### src/core/wsc_pkg.sv
// wake source control: constants, register map, field layout, reset values
// assumes one 250 MHz clock and spi pins sampled as synchronous inputs
package wsc_pkg;

  ////////////////////////////////////////////////////////////////////////////
  // register addresses
  localparam logic [6:0] ADDR_INT_WAKE = 7'h06;
  localparam logic [6:0] ADDR_EXT_WAKE = 7'h07;
  localparam logic [6:0] ADDR_PULL     = 7'h08;
  localparam logic [6:0] ADDR_SPEED    = 7'h0B;

  ////////////////////////////////////////////////////////////////////////////
  // field positions
  localparam int INT_TIMER_BIT   = 6;
  localparam int INT_WDOG_BIT    = 2;
  localparam int EXT_GLOBAL_BIT  = 7;
  localparam int EXT_SENSE_BIT   = 5;
  localparam int EXT_WAKE_EN_BIT = 0;
  localparam int PULL_GPIO_LSB   = 6;
  localparam int PULL_WAKE_LSB   = 0;
  localparam int SPEED_FAST_BIT  = 4;
  localparam int STAT_FAIL_BIT   = 7;

  ////////////////////////////////////////////////////////////////////////////
  // writable bit masks
  localparam logic [7:0] INT_WR_MASK   = 8'h44;
  localparam logic [7:0] EXT_WR_MASK   = 8'hA1;
  localparam logic [7:0] PULL_WR_MASK  = 8'hC3;
  localparam logic [7:0] SPEED_WR_MASK = 8'h10;

  // power-on and soft reset values
  localparam logic [7:0] INT_RST   = 8'h00;
  localparam logic [7:0] EXT_RST   = 8'h01;
  localparam logic [7:0] PULL_RST  = 8'h00;
  localparam logic [7:0] SPEED_RST = 8'h00;

  // bits kept across restart
  localparam logic [7:0] INT_RESTART_KEEP   = 8'h40;
  localparam logic [7:0] EXT_RESTART_KEEP   = 8'hA1;
  localparam logic [7:0] PULL_RESTART_KEEP  = 8'hC3;
  localparam logic [7:0] SPEED_RESTART_KEEP = 8'h10;

  // fail-safe overwrite of external wake
  localparam logic [7:0] EXT_FAILSAFE_KEEP = 8'hA0;
  localparam logic [7:0] EXT_FAILSAFE_SET  = 8'h01;

  ////////////////////////////////////////////////////////////////////////////
  // pull encodings
  localparam logic [1:0] PULL_NONE = 2'h0;
  localparam logic [1:0] PULL_DOWN = 2'h1;
  localparam logic [1:0] PULL_UP   = 2'h2;
  localparam logic [1:0] PULL_AUTO = 2'h3;

  ////////////////////////////////////////////////////////////////////////////
  // spi frame
  localparam logic [4:0] FRAME_BITS = 5'h10;
  localparam logic [4:0] ADDR_BITS  = 5'h08;
  localparam int         WRITE_BIT  = 7;

  typedef enum logic [0:0] {SPI_IDLE, SPI_SHIFT} wsc_spi_state_e;

endpackage

### src/core/wsc_spi_if.sv
// wake source control: carrier between spi frame engine and register bank
// assumes both ends run on ref_clk
interface wsc_spi_if;
  logic [6:0] addr;
  logic [7:0] wdata;
  logic       wr_pulse;
  logic       frame_err;
  logic [7:0] rdata;
  logic [7:0] status;

  modport engine (output addr, output wdata, output wr_pulse, output frame_err,
                  input rdata, input status);
  modport bank   (input addr, input wdata, input wr_pulse, input frame_err,
                  output rdata, output status);
endinterface

### src/core/wsc_spi_slave.sv
// wake source control: spi frame engine, 16 bit frames, lsb first
// assumes sclk idles low, data sampled on rising and shifted on falling edge
module wsc_spi_slave
  import wsc_pkg::*;
(
  input  wire logic  ref_clk,
  input  wire logic  sys_rst,
  input  wire logic  spi_csn_n,
  input  wire logic  spi_sclk,
  input  wire logic  spi_sdi,
  output logic       spi_sdo,
  output logic       spi_sdo_oe,
  wsc_spi_if.engine  bus
);

  typedef struct packed {
    wsc_spi_state_e st;
    logic           sclk_q;
    logic [4:0]     cnt;
    logic [7:0]     hdr;
    logic [7:0]     dat;
    logic [7:0]     tx;
    logic           sdo;
    logic           oe;
    logic           wr;
    logic           err;
  } wsc_spi_s;

  localparam wsc_spi_s SPI_RST_S = '{SPI_IDLE, 1'b0, 5'h00, 8'h00, 8'h00, 8'h00, 1'b0, 1'b0, 1'b0, 1'b0};

  wsc_spi_s s;
  wsc_spi_s next_s;

  ////////////////////////////////////////////////////////////////////////////
  // frame sequencing
  always_comb
  begin
    next_s        = s;
    next_s.sclk_q = spi_sclk;
    next_s.wr     = 1'b0;
    next_s.err    = 1'b0;
    unique case (s.st)
      SPI_IDLE:
      begin
        if (!spi_csn_n)
        begin
          next_s.st  = SPI_SHIFT;
          next_s.cnt = 5'h00;
          next_s.tx  = bus.status;
          next_s.sdo = bus.status[0];
          next_s.oe  = 1'b1;
        end
      end
      SPI_SHIFT:
      begin
        if (spi_csn_n)
        begin
          next_s.st = SPI_IDLE;
          next_s.oe = 1'b0;
          if (s.cnt == FRAME_BITS)
            next_s.wr = s.hdr[WRITE_BIT];
          else
            next_s.err = 1'b1;
        end
        else if (spi_sclk && !s.sclk_q)
        begin
          if (s.cnt < ADDR_BITS)
            next_s.hdr = {spi_sdi, s.hdr[7:1]};
          else
            next_s.dat = {spi_sdi, s.dat[7:1]};
          if (s.cnt != FRAME_BITS)
            next_s.cnt = s.cnt + 5'h01;
        end
        else if (!spi_sclk && s.sclk_q)
        begin
          if (s.cnt == ADDR_BITS)
          begin
            next_s.tx  = bus.rdata;
            next_s.sdo = bus.rdata[0];
          end
          else
          begin
            next_s.tx  = {1'b0, s.tx[7:1]};
            next_s.sdo = s.tx[1];
          end
        end
      end
    endcase
  end

  always_ff @(posedge ref_clk)
  begin
    if (sys_rst)
      s <= SPI_RST_S;
    else
      s <= next_s;
  end

  assign bus.addr      = (s.cnt < ADDR_BITS) ? s.hdr[7:1] : s.hdr[6:0];
  assign bus.wdata     = s.dat;
  assign bus.wr_pulse  = s.wr;
  assign bus.frame_err = s.err;
  assign spi_sdo       = s.sdo;
  assign spi_sdo_oe    = s.oe;

endmodule // wsc_spi_slave

### src/core/wsc_level_track.sv
// wake source control: pin level status bit with hold-clear
// assumes the pin level arrives synchronous to ref_clk
module wsc_level_track
  import wsc_pkg::*;
#(
  parameter int W = 1
)
(
  input  wire logic          ref_clk,
  input  wire logic          sys_rst,
  input  wire logic [W-1:0]  level_in,
  input  wire logic          hold_clear,
  output logic      [W-1:0]  level_out
);

  typedef struct packed {
    logic [W-1:0] lvl;
  } wsc_lvl_s;

  wsc_lvl_s s;
  wsc_lvl_s next_s;

  always_comb
  begin
    next_s     = s;
    next_s.lvl = hold_clear ? '0 : level_in;
  end

  always_ff @(posedge ref_clk)
  begin
    if (sys_rst)
      s <= '0;
    else
      s <= next_s;
  end

  assign level_out = s.lvl;

endmodule // wsc_level_track

### src/core/wsc_wake_regs.sv
// wake source control: register bank and derived wake controls
// assumes mode and reset-class events arrive as ref_clk pulses from the mode controller
module wsc_wake_regs
  import wsc_pkg::*;
(
  input  wire logic        ref_clk,
  input  wire logic        sys_rst,
  input  wire logic        soft_rst,
  input  wire logic        restart_rst,
  input  wire logic        failsafe_entry,
  input  wire logic        stop_to_normal,
  input  wire logic        mode_normal,
  input  wire logic        fail_output,
  input  wire logic        gpio_is_wake,
  input  wire logic        wake_pin,
  input  wire logic        general_io_in,
  input  wire logic        wake_event,
  input  wire logic        status_event,
  input  wire logic        spi_fail_clr,
  input  wire logic        spi_csn_n,
  input  wire logic        spi_sclk,
  input  wire logic        spi_sdi,
  output logic             spi_sdo,
  output logic             spi_sdo_oe,
  output logic             irq_out_n,
  output logic             spi_fail,
  output logic             timer_wake_enable,
  output logic             wdog_stop_disable_b1,
  output logic             wake_pin_sense_sel,
  output logic             wake_pin_enable,
  output logic             meas_enable,
  output logic             gpio_cfg_ignore,
  output logic             wake_pin_level,
  output logic             general_io_level,
  output logic [1:0]       wake_pull_sel,
  output logic [1:0]       general_io_wake_pull_sel,
  output logic             fast_mode
);

  ////////////////////////////////////////////////////////////////////////////
  // state
  typedef struct packed {
    logic [7:0] int_wake;
    logic [7:0] ext_wake;
    logic [7:0] pull;
    logic [7:0] speed;
    logic       fail;
    logic       irq_n;
    logic       timer_en;
    logic       wdog_dis;
    logic       sense;
    logic       pin_en;
    logic       meas;
    logic       ign;
    logic [1:0] pin_pull;
    logic [1:0] gpio_pull;
    logic       fast;
  } wsc_regs_s;

  localparam wsc_regs_s REGS_RST_S = '{
    int_wake:  INT_RST,
    ext_wake:  EXT_RST,
    pull:      PULL_RST,
    speed:     SPEED_RST,
    fail:      1'b0,
    irq_n:     1'b1,
    timer_en:  1'b0,
    wdog_dis:  1'b0,
    sense:     1'b0,
    pin_en:    1'b1,
    meas:      1'b0,
    ign:       1'b0,
    pin_pull:  PULL_NONE,
    gpio_pull: PULL_NONE,
    fast:      1'b0
  };

  wsc_regs_s s;
  wsc_regs_s next_s;
  logic      reject;
  wsc_spi_if bus ();

  ////////////////////////////////////////////////////////////////////////////
  // spi frame engine
  wsc_spi_slave u_spi (
    .ref_clk    (ref_clk),
    .sys_rst    (sys_rst),
    .spi_csn_n  (spi_csn_n),
    .spi_sclk   (spi_sclk),
    .spi_sdi    (spi_sdi),
    .spi_sdo    (spi_sdo),
    .spi_sdo_oe (spi_sdo_oe),
    .bus        (bus.engine)
  );

  ////////////////////////////////////////////////////////////////////////////
  // level status bits
  wsc_level_track #(.W(1)) u_wake_lvl (
    .ref_clk    (ref_clk),
    .sys_rst    (sys_rst),
    .level_in   (wake_pin),
    .hold_clear (s.sense),
    .level_out  (wake_pin_level)
  );

  wsc_level_track #(.W(1)) u_general_io_level (
    .ref_clk    (ref_clk),
    .sys_rst    (sys_rst),
    .level_in   (general_io_in),
    .hold_clear (s.sense),
    .level_out  (general_io_level)
  );

  ////////////////////////////////////////////////////////////////////////////
  // read mux and status byte
  always_comb
  begin
    unique case (bus.addr)
      ADDR_INT_WAKE: bus.rdata = s.int_wake & INT_WR_MASK;
      ADDR_EXT_WAKE: bus.rdata = s.ext_wake & EXT_WR_MASK;
      ADDR_PULL:     bus.rdata = s.pull & PULL_WR_MASK;
      ADDR_SPEED:    bus.rdata = s.speed & SPEED_WR_MASK;
      default:       bus.rdata = 8'h00;
    endcase
  end

  always_comb
  begin
    bus.status                = 8'h00;
    bus.status[STAT_FAIL_BIT] = s.fail;
  end

  assign reject = bus.wr_pulse && (bus.addr == ADDR_EXT_WAKE)
                  && bus.wdata[EXT_SENSE_BIT] && fail_output;

  ////////////////////////////////////////////////////////////////////////////
  // register update
  always_comb
  begin
    next_s = s;
    if (soft_rst)
    begin
      next_s.int_wake = INT_RST;
      next_s.ext_wake = EXT_RST;
      next_s.pull     = PULL_RST;
      next_s.speed    = SPEED_RST;
    end
    else if (restart_rst)
    begin
      next_s.int_wake = s.int_wake & INT_RESTART_KEEP;
      next_s.ext_wake = s.ext_wake & EXT_RESTART_KEEP;
      next_s.pull     = s.pull & PULL_RESTART_KEEP;
      next_s.speed    = s.speed & SPEED_RESTART_KEEP;
    end
    else
    begin
      if (failsafe_entry)
      begin
        // sensing selected: left as is, pin stays no wake source
        if (!s.ext_wake[EXT_SENSE_BIT])
          next_s.ext_wake = (s.ext_wake & EXT_FAILSAFE_KEEP) | EXT_FAILSAFE_SET;
      end
      else if (bus.wr_pulse && !reject)
      begin
        unique case (bus.addr)
          ADDR_INT_WAKE: next_s.int_wake = bus.wdata & INT_WR_MASK;
          ADDR_EXT_WAKE: next_s.ext_wake = bus.wdata & EXT_WR_MASK;
          ADDR_PULL:     next_s.pull     = bus.wdata & PULL_WR_MASK;
          ADDR_SPEED:    next_s.speed    = bus.wdata & SPEED_WR_MASK;
          default:       next_s.speed    = s.speed;
        endcase
      end
      if (stop_to_normal)
        next_s.int_wake[INT_WDOG_BIT] = 1'b0;
    end

    // spi failure flag, set wins over clear
    if (reject || bus.frame_err)
      next_s.fail = 1'b1;
    else if (spi_fail_clr)
      next_s.fail = 1'b0;

    // derived outputs, registered
    next_s.timer_en = next_s.int_wake[INT_TIMER_BIT];
    next_s.wdog_dis = next_s.int_wake[INT_WDOG_BIT];
    next_s.sense    = next_s.ext_wake[EXT_SENSE_BIT];
    next_s.pin_en   = next_s.ext_wake[EXT_WAKE_EN_BIT]
                      && !next_s.ext_wake[EXT_SENSE_BIT];
    next_s.meas     = next_s.ext_wake[EXT_SENSE_BIT] && mode_normal;
    next_s.ign      = next_s.ext_wake[EXT_SENSE_BIT] && !fail_output;
    next_s.pin_pull = next_s.pull[PULL_WAKE_LSB +: 2];
    if (gpio_is_wake && !next_s.ign)
      next_s.gpio_pull = next_s.pull[PULL_GPIO_LSB +: 2];
    else
      next_s.gpio_pull = PULL_NONE;
    next_s.fast     = next_s.speed[SPEED_FAST_BIT];
    next_s.irq_n    = !(wake_event
                        || (s.ext_wake[EXT_GLOBAL_BIT] && status_event));
  end

  always_ff @(posedge ref_clk)
  begin
    if (sys_rst)
      s <= REGS_RST_S;
    else
      s <= next_s;
  end

  ////////////////////////////////////////////////////////////////////////////
  // outputs
  assign irq_out_n                = s.irq_n;
  assign spi_fail                 = s.fail;
  assign timer_wake_enable        = s.timer_en;
  assign wdog_stop_disable_b1     = s.wdog_dis;
  assign wake_pin_sense_sel       = s.sense;
  assign wake_pin_enable          = s.pin_en;
  assign meas_enable              = s.meas;
  assign gpio_cfg_ignore          = s.ign;
  assign wake_pull_sel            = s.pin_pull;
  assign general_io_wake_pull_sel = s.gpio_pull;
  assign fast_mode                = s.fast;

endmodule // wsc_wake_regs

### config.mk
export PLATFORM = sky130hd
export DESIGN_NAME = wsc_wake_regs
export DESIGN_NICKNAME = d
export VERILOG_FILES = /design/src/core/wsc_pkg.sv /design/src/core/wsc_spi_if.sv /design/src/core/wsc_spi_slave.sv /design/src/core/wsc_level_track.sv /design/src/core/wsc_wake_regs.sv
export SDC_FILE = /design/constraint.sdc
export NUM_CORES = 1
export LEC_CHECK = 0
export BUFFER_PORTS_ARGS = -buffer_cell sky130_fd_sc_hd__buf_2
export CORE_ASPECT_RATIO = 1.25
export CORE_MARGIN = 1
export CORE_UTILIZATION = 57
export CTS_BUF_LIST = sky130_fd_sc_hd__clkbuf_16
export DETAILED_ROUTE_END_ITERATION = 8
export HOLD_SLACK_MARGIN = 0.02
export PLACE_DENSITY_LB_ADDON = 0.1
export SLEW_MARGIN = 20
export SYNTH_ARGS = -nofsm -noshare
export SYNTH_HDL_FRONTEND = slang
export SYNTH_SLANG_ARGS = --single-unit
### constraint.sdc
create_clock -name ref_clk -period 2.5 [get_ports ref_clk]
set_clock_uncertainty 0.1 [all_clocks]
set_input_delay 0.125 -clock ref_clk [delete_from_list [all_inputs] [get_ports ref_clk]]
set_output_delay 0.125 -clock ref_clk [all_outputs]
set_load 0.05 [all_outputs]
==> results of run 1 <==
cell type report:
cell class / count / area [sq um]
multi-input combinational: 208 / 1370
timing repair buffer: 47 / 295.3
fill: 351 / 1369
tap: 58 / 72.57
clock buffer: 5 / 125.1
sequential: 53 / 1064
clock inverter: 3 / 13.76
inverter: 13 / 48.80
registers in the layout, indices dropped and copies added, names as in the netlist:
name,cells
wake_pin_enable,1
meas_enable,1
u_wake_lvl.level_out,1
general_io_wake_pull_sel,2
gpio_cfg_ignore,1
irq_out_n,1
s,10
u_spi.spi_sdo_oe,1
spi_fail,1
u_spi.bus.wdata,8
u_general_io_level.level_out,1
u_spi.bus.frame_err,1
u_spi.bus.wr_pulse,1
u_spi.s,23
power by group through the flow:
stage / Clock (uW) / Sequential [uW] / Combinational, uW
2_1_floorplan: 0 / 895 / 54.1
3_3_place_gp: 0 / 881 / 99.6
3_5_place_dp: 0 / 881 / 103
4_1_cts: 662 / 861 / 114
5_1_grt: 696 / 862 / 126
6_report: 652 / 862 / 115
path summary, 6_finish.rpt:
| path | start | to |
|---|---|---|
| worst max register to register | u_spi.s[32] | s[39] |
| worst min register to register | u_spi.s[6] | u_spi.s[6] |
| worst max-delay path | u_spi.s[32] | s[39] |
| worst min-delay path | wake_event | irq_out_n |
routing by layer:
metal  vias up  share of wire (%)  GRT usage (%)
li1       1119                  -              -
met1      1008                 45          31.39
met2        56                 49          44.62
met3        10                3.5          4.613
met4         0                1.8          8.605
met5         -                  0              0
per-stage QoR:
step           hold slack, ns  power [uW]  cell area [sq um]  setup slack (ns)  std cells
2_1_floorplan         0.09661       948.8               2576            0.4482        291
3_3_place_gp           0.1917       980.2               2748            0.3228        369
3_5_place_dp           0.1993       983.7               2748            0.2707        369
4_1_cts               0.06719        1638               2987            0.1535        387
5_1_grt               0.08628        1684               2989           0.04595        387
6_report              0.07285        1628               2989            0.1723        387
worst min-delay path: cells and delay by family:
family                 cells  cell delay, ns
AO/OA/AOI/OAI              1            0.11
buffers and inverters      1            0.10
AND/OR/NAND/NOR            1            0.11
timing repair:
action,CTS,global route
gates resized for setup,0,2
endpoints found under the hold margin,10,0
hold buffers,10,0
endpoints found under the setup margin,0,1
buffers inserted,0,0
placed cells by master, fill, tap and decap left out, types with 3 or more instances in the layout:
cell            n
a211oi_1        4
a21oi_1         9
a22oi_1         3
a31oi_1         6
and4_1          3
buf_2          33
buf_4           4
clkbuf_16       5
dfxtp_1        51
dlygate4sd3_1  10
ha_1            5
inv_1          14
mux2i_1        24
nand2_1        23
nand2b_1        3
nand3_1        10
nand4_1         6
nor2_1         38
nor2b_1         6
nor3_1          5
nor3b_1         4
nor4_1          7
nor4b_2         3
o21ai_0         5
o21ai_1         3
or2_2           4
xnor2_1         3
logic make-up after synthesis:
logic type,synth area share [%]
flops,41.19
fa+ha+maj,2.428
compound gates,12.92
buf+inv,5.634
simple gates,26.13
mux,10.34
xor+xnor,1.360
==> run metrics, run 1 <==
outcome=finished, final reports clean; grt total ovfl=0; worst hold path cell count=3; first-pass GRT wire length=between 9000 and 10,000 um; max-cap violations=0; Period minus WS final=~2.3 ns; switching power=365.9 uW; final worst-path cycle share=93.11%; leading area contributor after synthesis=dfxtp_1; Final Util=68.59%; # port buffers=33; CTS clk-pin slew, worst paths=0.07 ns; DIE AREA=approximately 4800 sq um; P_leak=0.001099 uW; Die H=77.17 um; Detail Placement HPWL=4274 um; EDFF count, synth=0; P&R area growth vs syn=16.03%; Routed WL=5884 um; Power Internal=1262 uW; core area=4358 sq um; fmax=429.6 MHz; post-synth top area share=41.19%; via/cell ratio=5.667; Synth warnings=0; CTS tree=yes; synthesized cell area=about 2600 sq um; TritonCTS buffer count=5; Sw Ratio=approximately 22%; Die Width=62.13 um; power per cell area=544.7 nW/um^2; Mean Syn Cell Area=8.853 sq um; Worst IR Drop VDD=~0.37 mV; #FFs+latches synth=53; post-synthesis sequential area ratio=41.19%; GRT Util Overall=between 20% and 30%; clock share of power=40.0%; CP arrival=2.46 ns; top-count cell post-synth=dfxtp_1; Distinct cells, synth=57; Core Rows=27; CP Launch Type=flop; Top delay family on crit path=simple AND/OR/NAND/NOR gates; # nets final=350; initial antenna violation count=0; Starting Density=59.12%; Hold Path Class=in2reg; post-synthesis async set-or-reset flop share=0%; Worst Reg-to-Reg Cells=6; pin count of the biggest net entering global routing=35; ys flop type=dfxtp_1; routed len/inst=15.20 um; critical path, cell by cell=or2_1, a31o_2, nand4_1, mux2i_1, nor4_1, dlygate4sd3_1; crit path max fanout=10; CTS Buffer Depth=2; io pins=34; DRC Markers=0; setup violators final=0; reg2reg setup slack=0.17 ns; Worst path slowest cell=dlygate4sd3_1; via count=roughly 2,200; top post-synthesis cells by count=53 x dfxtp_1, 38 x nor2_1, 24 x mux2i_1; Reg power frac=a little over half; Worst-Skew Late Latency=0.29 ns; Final Hold Viols=0; CP Depth=6; clock sink total=between 50 and 60; Antenna Cells=0; Routed Antenna Nets=0; Req. time, crit path=roughly 2.6 ns; drt pass-1 iters=4; Post-Syn Nets=313; gp weighted congestion=0.9268; Clk Tree Root Cell=clkbuf_16; synth top area cells=dfxtp_1 41%, mux2i_1 9.3%, nor2_1 5.5%; Slew Limit Headroom=56.34%; critical path class=reg2reg; vias in the first global route=roughly 2,100; Worst-Margin Slew=0.6519 ns; TNS Setup=0 ns; unrepaired setup endpoints after global routing=false; H-Tree Depth=2; Max Slew Vio Count=0; Detailed Route Iter0 Violations=103; Crit path largest cell delay=0.59 ns; Comb power frac=7.0%; share of layout cells above drive strength 1=17.93%; cells after synthesis=between 200 and 300; Crit. End Element=flop; Bufs and invs on worst path=1
(Power assumes the default switching activity.)
==> inputs of run 2 (changes only) <==
--- a/config.mk
+++ b/config.mk
@@ -6,7 +6,7 @@
 export NUM_CORES = 1
 export LEC_CHECK = 0
 export BUFFER_PORTS_ARGS = -buffer_cell sky130_fd_sc_hd__buf_2
-export CORE_ASPECT_RATIO = 1.25
+export CORE_ASPECT_RATIO = 0.9
 export CORE_MARGIN = 1
 export CORE_UTILIZATION = 57
 export CTS_BUF_LIST = sky130_fd_sc_hd__clkbuf_16
==> run metrics, run 2 (synthesized netlist as in run 1, its figures left out) <==
setup violators final=0; P_leak=0.001098 uW; most frequent cells in the layout=51 x dfxtp_1, 38 x nor2_1, 33 x buf_2; setup ws final=about 0.21 ns; # nets final=approximately 350; non-filler instance count after layout=390; Die Width=72.87 um; Clk Tree Root Cell=clkbuf_16; Placed Cells=372; Worst-Margin Slew=roughly 0.63 ns; first-pass GRT wire length=9349 um; max-cap violations=0; clock sink total=between 50 and 60; Antenna Cells=0; core area=4212 sq um; met2 Resource Use GR=40.42%; Worst path slowest cell=dlygate4sd3_1; design area=between 3000 and 4000 sq um; gp weighted congestion=about 0.96; critical path, cell by cell=or2_1, a31o_2, nand4_1, mux2i_1, nor4_1, dlygate4sd3_1; Final Util=71.48%; Core Rows=22; final worst-path cycle share=91.55%; Slew Limit Headroom=57.74%; H-Tree Depth=2; drt pass-1 iters=4; grt total ovfl=0; Place WS=about 0.3 ns; post-place instance area=2758 sq um; power per cell area=roughly 550 nW/um^2; Starting Density=61.17%; Biggest register=u_spi.s; CTS clk-pin slew, worst paths=approximately 0.070 ns; CTS tree=yes; Worst-Skew Late Latency=0.29 ns; Detail Placement HPWL=4097 um; P&R area growth vs syn=16.85%; GRT Util Overall=between 20% and 30%; share of layout cells above drive strength 1=around 18%; CP arrival=2.42 ns; via/cell ratio=around 5.7; crit path max fanout=10; CTS Buffer Depth=2; Die H=between 60 and 70 um; unrepaired setup endpoints after global routing=false; Period minus WS final=2.289 ns; max reg flops=23; Req. time, crit path=2.63 ns; Final Hold Viols=0; via count=2,212; Worst IR Drop VDD=0.3681 mV; outcome=finished, final reports clean; Routed WL=a little under 6000 um; DRC Markers=0; Crit path largest cell delay=between 0.5 and 0.6 ns; critical path class=reg2reg; io pins=34; TNS Setup=0 ns; DIE AREA=4793 sq um; fmax=436.9 MHz; GR Util met1=36.49%; routed len/inst=around 15 um; busiest layer in global routing=met2; Fillers=354; Hold Path Class=in2reg; # port buffers=33; Post-CTS Setup Repair Bufs=0; pin count of the biggest net entering global routing=35; CP Launch Type=flop; Routed Antenna Nets=0; vias in the first global route=1,959; most common cell after layout, fill and taps aside=dfxtp_1; Detailed Route Iter0 Violations=126; TritonCTS buffer count=5; Max Slew Vio Count=0; Crit. End Element=flop; initial antenna violation count=0; met3 GRT Util=4.573%
[run 2: cell types whose count changed in the layout (fill, tap and decap cells not counted), sizes merged]
| cell | delta |
|---|---|
| clkinv | -2 |
| clkinvlp | +2 |
| buf | +1 |
[run 2: report_power, final]
part / leakage [uW] / switching (uW) / internal, uW
logic: 0.000601 / 69.2 / 43.5
registers: 0.000430 / 7.25 / 854
clock network: 0.0000672 / 300 / 367
total: 0.00110 / 376 / 1270
[run 2: repair_timing]
action,4_1_cts,5_1_grt
hold endpoints to repair,11,0
endpoints found under the setup margin,0,1
hold buffers,10,0
resized for setup,0,3
[run 2: worst paths after layout]
kind | startpoint | end | slack, ns | cells after the start
max | u_spi.s[32] | s[39] | 0.21 | 6
min | wake_event | irq_out_n | 0.08 | 3
max reg2reg | u_spi.s[32] | s[39] | 0.21 | 6
min reg2reg | u_spi.s[9] | u_spi.s[9] | 0.37 | 2
[run 2: final cells by class]
cell class	instances	area (sq um)	area share (%)
clock buffer	5	125.1	4.156
timing repair buffer	48	302.8	10.06
sequential	53	1064	35.33
multi-input combinational	208	1376	45.72
tap	60	75.07	2.494
inverter	13	48.80	1.621
clock inverter	3	18.77	0.6234
[run 2: routing by layer]
metal  vias up  share of wire [%]
met2        61                 45
met3         6                5.0
met5         -                  0
met1      1024                 49
met4         0               0.98
li1       1121                  -
[run 2: worst max-delay path: cells and delay by family, from the launching register on]
kind | cells | cell delay (ns)
DFF | 1 | 0.52
buffers and inverters | 1 | 0.57
muxes | 1 | 0.15
and+or+nand+nor | 3 | 0.60
AOI/OAI and AO/OA | 1 | 0.29
[run 2: metrics by stage]
step | hold slack [ns] | power (uW)
after CTS | 0.07939 | 1655
after global placement | 0.1906 | 980.4
after global routing | 0.1548 | 1705
after detailed placement | 0.2067 | 981.6
final | 0.08021 | 1642
after floorplan | 0.09661 | 948.8
